--- src/design/isl_pkg.sv ---
// Functional notes
// - Address hold: release bit cleared, flag at eighth fall.
// - Acknowledged read clears release bit, holds SCL.
// - Held byte drives chosen acknowledge value in ninth clock.
// - Transmit data write sets buffer full.
// - Shift eight bits out, capture master acknowledge.
// - Master not-acknowledge: stop holding, release bus.
// - Software buffer read clears buffer full.
// - Ten-bit high byte write: update flag, acknowledge, flag.
// - Update flag stretches SCL; address write releases it.
// - Low byte mismatch: flags set, buffer full and release untouched.
// - Ten-bit data byte: flag; stretch enable also holds.
// - Stretch enable holds SCL after every acknowledge.
// - Data hold clears release bit at eighth fall.
// - Provide acknowledge timing, direction, data/address status bits.
// - Start sets status; flag only if enabled.
// - Ten-bit address holds clear the release bit as seven-bit holds do; a ten-bit high byte write also holds SCL through the update flag.
// - Pull SCL only after sampling it already low.
// - Held SCL stays low until release bit set.
// - Transmit data changes on SCL falling edges.
// - Master acknowledge latched on ninth rising edge.
package isl_pkg;

    // Data path and buffering sizes.
    localparam int          BYTE_W       = 8;
    localparam int          TX_DEPTH     = 4;

    // Bit counts inside one byte on the bus.
    localparam logic [3:0]  BITS_IN_BYTE = 4'h8;
    localparam logic [3:0]  LAST_TX_BIT  = 4'h7;

    // Fixed upper five bits of a ten-bit header byte.
    localparam logic [4:0]  TEN_BIT_HDR  = 5'h1E;

    // Reset values of the software visible state.
    localparam logic [7:0]  ADDR_RESET   = 8'h00;
    localparam logic [7:0]  DATA_RESET   = 8'h00;
    localparam logic        RELEASE_RST  = 1'b1;

    // Bus engine states.
    typedef enum logic [2:0] {
        ST_IDLE,
        ST_RX,
        ST_ACK_OUT,
        ST_TX,
        ST_ACK_IN
    } isl_state_t;

    // Which byte of a transfer the receiver expects next.
    typedef enum logic [1:0] {
        PH_ADDR,
        PH_ADDR_LO,
        PH_DATA
    } isl_phase_t;

endpackage : isl_pkg

--- src/design/isl_pop_if.sv ---
`timescale 1ns/1ns
// Valid/ready stream between the transmit buffer and the bus engine.
interface isl_pop_if #(parameter int W = isl_pkg::BYTE_W);
    logic         valid;
    logic         ready;
    logic [W-1:0] data;

    modport src (output valid, output data, input ready);
    modport snk (input valid, input data, output ready);
endinterface : isl_pop_if

--- src/design/isl_fifo.sv ---
`timescale 1ns/1ns
module isl_fifo #(
    parameter int WIDTH = isl_pkg::BYTE_W,
    parameter int DEPTH = isl_pkg::TX_DEPTH
) (
    // Clock and reset
    input  wire logic             clk,
    input  wire logic             resetn,
    // Filling side
    input  wire logic             push_valid,
    input  wire logic [WIDTH-1:0] push_data,
    output logic                  push_ready,
    // Draining side
    isl_pop_if.src                pop
);

    localparam int AW = $clog2(DEPTH);
    localparam int CW = $clog2(DEPTH + 1);

    typedef struct packed {
        logic [DEPTH-1:0][WIDTH-1:0] mem;
        logic [AW-1:0]               wptr;
        logic [AW-1:0]               rptr;
        logic [CW-1:0]               count;
        logic                        not_full;
        logic                        not_empty;
    } isl_fifo_state_t;

    localparam isl_fifo_state_t FIFO_RESET = '{mem: '0, wptr: '0, rptr: '0, count: '0,
                                               not_full: 1'b1, not_empty: 1'b0};

    isl_fifo_state_t q;
    isl_fifo_state_t d;
    logic            do_push;
    logic            do_pop;

    // Full and empty are kept as flops so both ready and valid leave from registers.
    always_comb begin
        d       = q;
        do_push = push_valid && q.not_full;
        do_pop  = pop.ready && q.not_empty;
        if (do_push) begin
            d.mem[q.wptr] = push_data;
            d.wptr        = (q.wptr == AW'(DEPTH - 1)) ? '0 : q.wptr + AW'(1);
        end
        if (do_pop) begin
            d.rptr = (q.rptr == AW'(DEPTH - 1)) ? '0 : q.rptr + AW'(1);
        end
        if (do_push && !do_pop) begin
            d.count = q.count + CW'(1);
        end else if (do_pop && !do_push) begin
            d.count = q.count - CW'(1);
        end
        d.not_full  = (d.count != CW'(DEPTH));
        d.not_empty = (d.count != '0);
    end

    // State register.
    always_ff @(posedge clk or negedge resetn) begin
        if (!resetn) begin
            q <= FIFO_RESET;
        end else begin
            q <= d;
        end
    end

    assign push_ready = q.not_full;
    assign pop.valid  = q.not_empty;
    assign pop.data   = q.mem[q.rptr];

endmodule : isl_fifo

--- src/design/isl_slave.sv ---
`timescale 1ns/1ns
module isl_slave (
    // Clock and reset
    input  wire logic       clk,
    input  wire logic       resetn,

    // Serial clock pin, open drain
    input  wire logic       scl_i,
    output logic            scl_o,
    output logic            scl_oe_n,

    // Serial data pin, open drain
    input  wire logic       sda_i,
    output logic            sda_o,
    output logic            sda_oe_n,

    // Configuration levels
    input  wire logic       ten_bit_mode,
    input  wire logic       address_hold_enable,
    input  wire logic       data_hold_enable,
    input  wire logic       clock_stretch_enable,
    input  wire logic       start_irq_enable,
    input  wire logic       ack_data_select,

    // Software strobes
    input  wire logic       release_set,
    input  wire logic       flag_clear,
    input  wire logic       addr_wr,
    input  wire logic [7:0] addr_wdata,
    input  wire logic       buf_rd,

    // Transmit data stream into the shift buffer
    input  wire logic       tx_valid,
    input  wire logic [7:0] tx_data,
    output logic            tx_ready,

    // Received data
    output logic [7:0]      rx_data,

    // Status
    output logic            clock_release_bit,
    output logic            port_interrupt_flag,
    output logic            buffer_full_flag,
    output logic            update_address_flag,
    output logic            ack_timing_status,
    output logic            ack_status_received,
    output logic            read_write_status,
    output logic            data_address_status,
    output logic            start_status,
    output logic            stop_status
);

    typedef struct packed {
        isl_pkg::isl_state_t state;
        isl_pkg::isl_phase_t phase;
        logic [3:0]          bit_cnt;
        logic [7:0]          shift;
        logic [7:0]          addr;
        logic [7:0]          rx_data;
        logic                scl_prev;
        logic                sda_prev;
        logic                release_bit;
        logic                intf;
        logic                bf;
        logic                ua;
        logic                ackt;
        logic                acks;
        logic                rw;
        logic                da;
        logic                start_s;
        logic                stop_s;
        logic                ack_go;
        logic                held;
        logic                ten_match;
        logic                loaded;
        logic                scl_oe_n;
        logic                sda_oe_n;
    } isl_slave_state_t;

    localparam isl_slave_state_t SLAVE_RESET = '{
        state: isl_pkg::ST_IDLE, phase: isl_pkg::PH_ADDR, bit_cnt: '0, shift: '0,
        addr: isl_pkg::ADDR_RESET, rx_data: isl_pkg::DATA_RESET,
        scl_prev: 1'b1, sda_prev: 1'b1, release_bit: isl_pkg::RELEASE_RST,
        intf: 1'b0, bf: 1'b0, ua: 1'b0, ackt: 1'b0, acks: 1'b0, rw: 1'b0, da: 1'b0,
        start_s: 1'b0, stop_s: 1'b0, ack_go: 1'b0, held: 1'b0, ten_match: 1'b0,
        loaded: 1'b0, scl_oe_n: 1'b1, sda_oe_n: 1'b1};

    isl_slave_state_t q;
    isl_slave_state_t d;

    logic       scl_s;
    logic       sda_s;
    logic       scl_rise;
    logic       scl_fall;
    logic       bus_start;
    logic       bus_stop;
    logic       push_fire;
    logic       byte_match;
    logic       hold_req;
    logic [7:0] rx_byte;

    isl_pop_if #(.W(isl_pkg::BYTE_W)) tx_pop ();

    // Both pins come from the other party's domain and are synchronised first.
    isl_sync #(.W(2)) u_sync (
        .clk    (clk),
        .resetn (resetn),
        .d      ({scl_i, sda_i}),
        .q_out  ({scl_s, sda_s})
    );

    // Transmit bytes queue here; a full queue pushes back on the writer.
    isl_fifo #(.WIDTH(isl_pkg::BYTE_W), .DEPTH(isl_pkg::TX_DEPTH)) u_tx_fifo (
        .clk        (clk),
        .resetn     (resetn),
        .push_valid (tx_valid),
        .push_data  (tx_data),
        .push_ready (tx_ready),
        .pop        (tx_pop.src)
    );

    // Edge and bus condition detection on the synchronised pins.
    assign scl_rise  = scl_s && !q.scl_prev;
    assign scl_fall  = !scl_s && q.scl_prev;
    assign bus_start = scl_s && q.scl_prev && q.sda_prev && !sda_s;
    assign bus_stop  = scl_s && q.scl_prev && !q.sda_prev && sda_s;
    assign push_fire = tx_valid && tx_ready;
    assign rx_byte   = q.shift;

    // The engine only takes a byte when it is waiting for one with SCL low.
    assign tx_pop.ready = (q.state == isl_pkg::ST_TX) && !q.loaded && !scl_s;

    // Address compare for the first byte after a start.
    always_comb begin
        if (ten_bit_mode) begin
            byte_match = (rx_byte[7:3] == isl_pkg::TEN_BIT_HDR) &&
                         (rx_byte[2:1] == q.addr[2:1]) &&
                         (!rx_byte[0] || q.ten_match);
        end else begin
            byte_match = (rx_byte[7:1] == q.addr[7:1]);
        end
    end

    // Next-state logic. Software actions are applied first so that a hardware
    // event in the same cycle overrides them and is never lost.
    always_comb begin
        d          = q;
        d.scl_prev = scl_s;
        d.sda_prev = sda_s;

        // Software side effects.
        if (flag_clear) begin
            d.intf = 1'b0;
        end
        if (buf_rd) begin
            d.bf = 1'b0;
        end
        if (release_set) begin
            d.release_bit = 1'b1;
        end
        if (addr_wr) begin
            d.addr = addr_wdata;
            d.ua   = 1'b0;
        end

        if (bus_start) begin
            // A start or repeated start restarts the receiver at any point.
            d.state    = isl_pkg::ST_RX;
            d.phase    = isl_pkg::PH_ADDR;
            d.bit_cnt  = '0;
            d.start_s  = 1'b1;
            d.stop_s   = 1'b0;
            d.sda_oe_n = 1'b1;
            d.ackt     = 1'b0;
            if (start_irq_enable) begin
                d.intf = 1'b1;
            end
        end else if (bus_stop) begin
            d.state     = isl_pkg::ST_IDLE;
            d.stop_s    = 1'b1;
            d.start_s   = 1'b0;
            d.ten_match = 1'b0;
            d.sda_oe_n  = 1'b1;
            d.ackt      = 1'b0;
        end else begin
            case (q.state)
                isl_pkg::ST_IDLE: begin
                    d.sda_oe_n = 1'b1;
                end

                isl_pkg::ST_RX: begin
                    if (scl_rise) begin
                        d.shift   = {q.shift[6:0], sda_s};
                        d.bit_cnt = q.bit_cnt + 4'h1;
                    end else if (scl_fall && q.bit_cnt == isl_pkg::BITS_IN_BYTE) begin
                        // Eighth falling edge: the whole byte is in.
                        d.held   = 1'b0;
                        d.ack_go = 1'b0;
                        d.ackt   = 1'b1;
                        d.state  = isl_pkg::ST_ACK_OUT;
                        case (q.phase)
                            isl_pkg::PH_ADDR: begin
                                if (byte_match) begin
                                    d.rw      = rx_byte[0];
                                    d.da      = 1'b0;
                                    d.rx_data = rx_byte;
                                    d.bf      = 1'b1;
                                    d.ack_go  = 1'b1;
                                    if (ten_bit_mode && !rx_byte[0]) begin
                                        d.ua   = 1'b1;
                                        d.intf = 1'b1;
                                    end
                                    if (address_hold_enable) begin
                                        d.release_bit = 1'b0;
                                        d.intf        = 1'b1;
                                        d.held        = 1'b1;
                                    end
                                end else begin
                                    d.state     = isl_pkg::ST_IDLE;
                                    d.ackt      = 1'b0;
                                    d.ten_match = 1'b0;
                                end
                            end
                            isl_pkg::PH_ADDR_LO: begin
                                // Flag and update request are raised either way.
                                d.ua   = 1'b1;
                                d.intf = 1'b1;
                                if (rx_byte == q.addr) begin
                                    d.ten_match = 1'b1;
                                    d.da        = 1'b0;
                                    d.rx_data   = rx_byte;
                                    d.bf        = 1'b1;
                                    d.ack_go    = 1'b1;
                                    if (address_hold_enable) begin
                                        d.release_bit = 1'b0;
                                        d.held        = 1'b1;
                                    end
                                end
                            end
                            default: begin
                                d.rx_data = rx_byte;
                                d.da      = 1'b1;
                                d.bf      = 1'b1;
                                d.ack_go  = 1'b1;
                                if (data_hold_enable) begin
                                    d.release_bit = 1'b0;
                                    d.intf        = 1'b1;
                                    d.held        = 1'b1;
                                end
                            end
                        endcase
                    end
                end

                isl_pkg::ST_ACK_OUT: begin
                    // The answer may change only while SCL is low; a held byte
                    // follows the software choice through the whole low phase, the hold included.
                    if (!scl_s && !scl_fall) begin
                        d.sda_oe_n = q.held ? ack_data_select : !q.ack_go;
                    end
                    if (scl_fall) begin
                        // Ninth falling edge ends the acknowledge sequence.
                        d.ackt     = 1'b0;
                        d.sda_oe_n = 1'b1;
                        d.bit_cnt  = '0;
                        if (q.sda_oe_n) begin
                            d.state = isl_pkg::ST_IDLE;
                        end else begin
                            d.intf = 1'b1;
                            if (q.rw) begin
                                d.state       = isl_pkg::ST_TX;
                                d.loaded      = 1'b0;
                                d.release_bit = 1'b0;
                            end else begin
                                d.state = isl_pkg::ST_RX;
                                if (q.phase == isl_pkg::PH_ADDR && ten_bit_mode) begin
                                    d.phase = isl_pkg::PH_ADDR_LO;
                                end else begin
                                    d.phase = isl_pkg::PH_DATA;
                                end
                                if (clock_stretch_enable) begin
                                    d.release_bit = 1'b0;
                                end
                            end
                        end
                    end
                end

                isl_pkg::ST_TX: begin
                    if (!q.loaded) begin
                        if (tx_pop.valid && !scl_s) begin
                            // First bit goes out while SCL is still low.
                            d.shift    = tx_pop.data;
                            d.loaded   = 1'b1;
                            d.sda_oe_n = tx_pop.data[7];
                            d.bf       = push_fire;
                        end
                    end else if (scl_fall) begin
                        d.bit_cnt = q.bit_cnt + 4'h1;
                        if (q.bit_cnt == isl_pkg::LAST_TX_BIT) begin
                            d.state    = isl_pkg::ST_ACK_IN;
                            d.sda_oe_n = 1'b1;
                        end else begin
                            d.shift    = {q.shift[6:0], 1'b0};
                            d.sda_oe_n = q.shift[6];
                        end
                    end
                end

                isl_pkg::ST_ACK_IN: begin
                    d.sda_oe_n = 1'b1;
                    if (scl_rise) begin
                        d.acks = sda_s;
                    end else if (scl_fall) begin
                        d.intf    = 1'b1;
                        d.bit_cnt = '0;
                        if (!q.acks) begin
                            d.state       = isl_pkg::ST_TX;
                            d.loaded      = 1'b0;
                            d.release_bit = 1'b0;
                        end else begin
                            d.state = isl_pkg::ST_IDLE;
                        end
                    end
                end

                default: begin
                    d.state = isl_pkg::ST_IDLE;
                end
            endcase
        end

        // A transmit byte written by software marks the buffer full.
        if (push_fire) begin
            d.bf = 1'b1;
        end

        // Stretch request: cleared release bit, pending address update, or a
        // transmitter still waiting for its byte. The update flag holds only
        // once the acknowledge is over, so software never races the answer.
        // A loaded byte keeps SCL one more cycle so its first bit sets up.
        hold_req = (d.ua && d.state != isl_pkg::ST_ACK_OUT) ||
                   ((d.state != isl_pkg::ST_IDLE) &&
                    (!d.release_bit ||
                     (d.state == isl_pkg::ST_TX && !(d.loaded && q.loaded))));
        // Grab SCL only once the master has already pulled it low, so the
        // high time it produced is never shortened.
        d.scl_oe_n = !(hold_req && (!q.scl_oe_n || !scl_s));
    end

    // State register.
    always_ff @(posedge clk or negedge resetn) begin
        if (!resetn) begin
            q <= SLAVE_RESET;
        end else begin
            q <= d;
        end
    end

    // Pins only ever pull low; the enable decides whether they float.
    assign scl_o = 1'b0;
    assign sda_o = 1'b0;

    // Outputs straight from the state register.
    assign scl_oe_n            = q.scl_oe_n;
    assign sda_oe_n            = q.sda_oe_n;
    assign rx_data             = q.rx_data;
    assign clock_release_bit   = q.release_bit;
    assign port_interrupt_flag = q.intf;
    assign buffer_full_flag    = q.bf;
    assign update_address_flag = q.ua;
    assign ack_timing_status   = q.ackt;
    assign ack_status_received = q.acks;
    assign read_write_status   = q.rw;
    assign data_address_status = q.da;
    assign start_status        = q.start_s;
    assign stop_status         = q.stop_s;

endmodule : isl_slave

--- src/design/isl_sync.sv ---
`timescale 1ns/1ns
module isl_sync #(
    parameter int W = 2
) (
    // Clock and reset
    input  wire logic         clk,
    input  wire logic         resetn,
    // Asynchronous levels in, synchronised levels out
    input  wire logic [W-1:0] d,
    output logic      [W-1:0] q_out
);

    typedef struct packed {
        logic [W-1:0] s1;
        logic [W-1:0] s2;
    } isl_sync_state_t;

    isl_sync_state_t q;
    isl_sync_state_t dn;

    // Idle bus lines are high, so the stages reset high to avoid a false edge.
    always_comb begin
        dn    = q;
        dn.s1 = d;
        dn.s2 = q.s1;
    end

    // Only the second stage is visible outside.
    always_ff @(posedge clk or negedge resetn) begin
        if (!resetn) begin
            q <= '1;
        end else begin
            q <= dn;
        end
    end

    assign q_out = q.s2;

endmodule : isl_sync

--- config.mk ---
export PLATFORM = sky130hd
export DESIGN_NAME = isl_slave
export DESIGN_NICKNAME = d
export VERILOG_FILES = /design/src/design/isl_pkg.sv /design/src/design/isl_pop_if.sv /design/src/design/isl_fifo.sv /design/src/design/isl_slave.sv /design/src/design/isl_sync.sv
export SDC_FILE = /design/constraint.sdc
export NUM_CORES = 1
export LEC_CHECK = 0
export BUFFER_PORTS_ARGS = -buffer_cell sky130_fd_sc_hd__buf_4
export CORE_MARGIN = 5
export CORE_UTILIZATION = 55
export CTS_BUF_LIST = sky130_fd_sc_hd__clkbuf_4
export CTS_CLUSTER_SIZE = 40
export DETAILED_ROUTE_END_ITERATION = 8
export PLACE_DENSITY = 0.76
export SLEW_MARGIN = 10
export SYNTH_ARGS = -nofsm -noshare
export SYNTH_HDL_FRONTEND = slang
export SYNTH_SLANG_ARGS = --single-unit
--- constraint.sdc ---
create_clock -name clk -period 2.8 [get_ports clk]
set_input_delay 0.28 -clock clk [delete_from_list [all_inputs] [get_ports clk]]
set_output_delay 0.28 -clock clk [all_outputs]
set_load 0.02 [all_outputs]
==> reports/results.txt <==
WL/cell = 17.43 um
Worst slack at placement = 250.9 ps
RSZ-0062 raised after global routing = false
Placed Cells = 561
Setup TNS = 0 ps
Area grow syn2layout = 13.40%
CTS H-Tree Depth = 3
Final Instance Area = 5433 sq um
Psw = 1.570 mW
Core Region = 8593 sq um
Root Driver = clkbuf_4
CTS tree = done
Power Total = 4.611 mW
Fin cells = 579
Final HPWL DP = 7446 um
Ys Warns = 0
Most frequent cells in the layout = dfrtp_1 (86), buf_4 (59), mux2_2 (46)
Largest net degree at the start of global routing = 52
Status = completed
Antenna-violating nets left = 0
Pre-antenna DRT Iters = 4
Post-DP Area = 5241 sq um
Final-report setup violation count = 0
Arrival time worst endpoint = 2930 ps
Buf+Inv Stages, Crit Path = 0
Global-route wire length before repair = 16990 um
Vias = 3313
Post-synth EDFFs = 0
Hold slack = 51.81 ps
Fill cells = 710
Max_cap viols = 0
Post-Syn Area = 4791 sq um
CTS clock-pin slew for the worst setup and hold paths = 160 ps
Routed WL = 10090 um
Total GRT Usage = 20.56%
GP Congestion = 0.9040
IO Count = 54
Sequential Power Share = 48.5%
Cell taking the most area after synthesis = dfrtp_1
Yosys reg bits = 96
Final WS setup = 211.3 ps
CP required = 3140 ps
N_diodes = 0
Final Critical Period = 2589 ps
Via density per instance = 5.722
Slew headroom = 30.51%
Mapped Cells = 420
Synth top area cells = dfrtp_1 (45%), mux2_2 (11%), dfstp_2 (5.5%)
Comb power frac = 33.2%
Clock network fraction of total power = 18.2%
CP max-delay cell = or4_4
Pins Over Slew Limit = 0
Post-layout net count = 507
Share of the synthesized area in the top cell type = 44.92%
Lkg Pwr = 2.475 nW
CTS Sinks = 96
Vias in the first global route = 3442
Library cells used by synthesis = 58
Most common cell after layout, fill and taps aside = dfrtp_1
Internal Power = 3.041 mW
Top_reg_cell synth = dfrtp_1
CP peak stage delay = 540 ps
Post-CTS Setup Bufs = 0
Initial Util = 55.75%
Worst setup EP type = flop
Worst-Skew Late Latency = 440 ps
Die Y = 103.3 um
Die Area = 10680 sq um
Crit-path leading delay family = simple AND/OR/NAND/NOR gates
GRT overflow = 0
Final Skew = 23.27 ps
# hold bufs at CTS = 3
Least-Margin Pin Slew = 1042 ps
Period utilization = 92.45%
Critical Path, Cell by Cell = xor2_1 > or2_1 > or4_4 > a31o_1 > a21o_1 > mux2_4
Startpoint types = flop
Ys async rst share = 100.0%
# rows = 34
Worst Hold Class = in -> reg
Power Dens Cells = 848.7 nW/um^2
Clock Path Buffers = 2
Final hold vios = 0
Sw Ratio = 34.04%
Layout Utilization = 63.22%
Initial antenna violation count = 0
Reg2reg setup slack = 210 ps
Critical path class = reg -> reg
Max frequency = 386.3 MHz
DIE WIDTH = 103.3 um
Syn_area_per_cell = 11.41 sq um
Port Buf Inserts = 51
Sequential area share after synthesis = 50.40%
CTS buffer count = 9
Post-route DRC violation count = 0
Worst IR Drop VDD = 0.7009 mV
Critical Path Fanout Max = 10
Iteration-0 DRC Markers = 131
Share of cells above drive strength 1 = 32.48%
# resized after CTS = 0
## worst register-to-register path, delay by kind of cell (launching register included)
family / cells / cell delay (ps)
simple gates: 2 / 800
compound gates: 2 / 660
flops: 1 / 450
mux: 1 / 380
xor+xnor: 1 / 190
## cells in the mapped netlist (8+ instances only)
library cell and instances:
mux2_2 46, dfstp_2 10, nor3_1 10, nor2_1 27
nand3_1 8, mux4_2 8, a21oi_1 10, o21ai_0 27
mux2i_1 8, mux2_4 8, nand2_1 37, inv_1 16
ha_1 9, xor2_1 9, clkbuf_1 15, buf_4 10
dfrtp_1 86
## metal layers
metal | global-route usage, % | vias to the layer above | part of all wire (%)
li1 | - | 1586 | -
met1 | 28.97 | 1629 | 46
met2 | 32.96 | 87 | 48
met3 | 4.494 | 11 | 5.1
met4 | 4.582 | 0 | 0.96
met5 | 0 | - | 0
## state kept, by name (all words and copies together), names as in the netlist, 2 cells and up
register      count
u_sync.dn         2
q                23
u_tx_fifo.q      39
rx_data           8
u_sync.q_out      2
rx_byte           8
## area by class of cell
cell class | count | area (sq um) | share of cell area [%]
clock buffers | 9 | 67.56 | 1.244
clock inverters | 6 | 93.84 | 1.727
inverters | 16 | 60.06 | 1.105
multi-input cells | 281 | 2168 | 39.91
flip-flops and latches | 96 | 2415 | 44.45
well taps | 108 | 135.1 | 2.487
repair buffers | 63 | 493.0 | 9.074
## power by group through the flow
stage	sequential [mW]	clock (mW)	combinational [mW]
3_3_place_gp	2.23	0	1.47
6_report	2.24	0.841	1.53
5_1_grt	2.31	0.924	1.72
2_1_floorplan	2.12	0	1.21
4_1_cts	2.23	0.860	1.55
3_5_place_dp	2.26	0	1.54
## path summary, 6_finish.rpt
check / cells past startpoint / start / end
hold reg to reg: 0 / u_sync.dn[1] / u_sync.q_out[1]
setup / recovery: 6 / rx_byte[2] / rx_data[6]
max in group asynchronous: 3 / resetn / sda_oe_n
hold / removal: 2 / addr_wdata[7] / q[33]
min in group asynchronous: 2 / resetn / rx_data[7]
setup reg to reg: 6 / rx_byte[2] / rx_data[6]
## cell families after synthesis
group,count (synthesis),share of synthesized area (%)
adders and majority gates,9,2.351
buffers and inverters,44,4.413
AOI/OAI and AO/OA,75,10.08
muxes,70,18.75
DFF,96,50.40
xor gates and xnor gates,11,2.011
other,1,0.07827
and+or+nand+nor,114,11.91
Note: power is estimated with default switching activity, not from simulation.
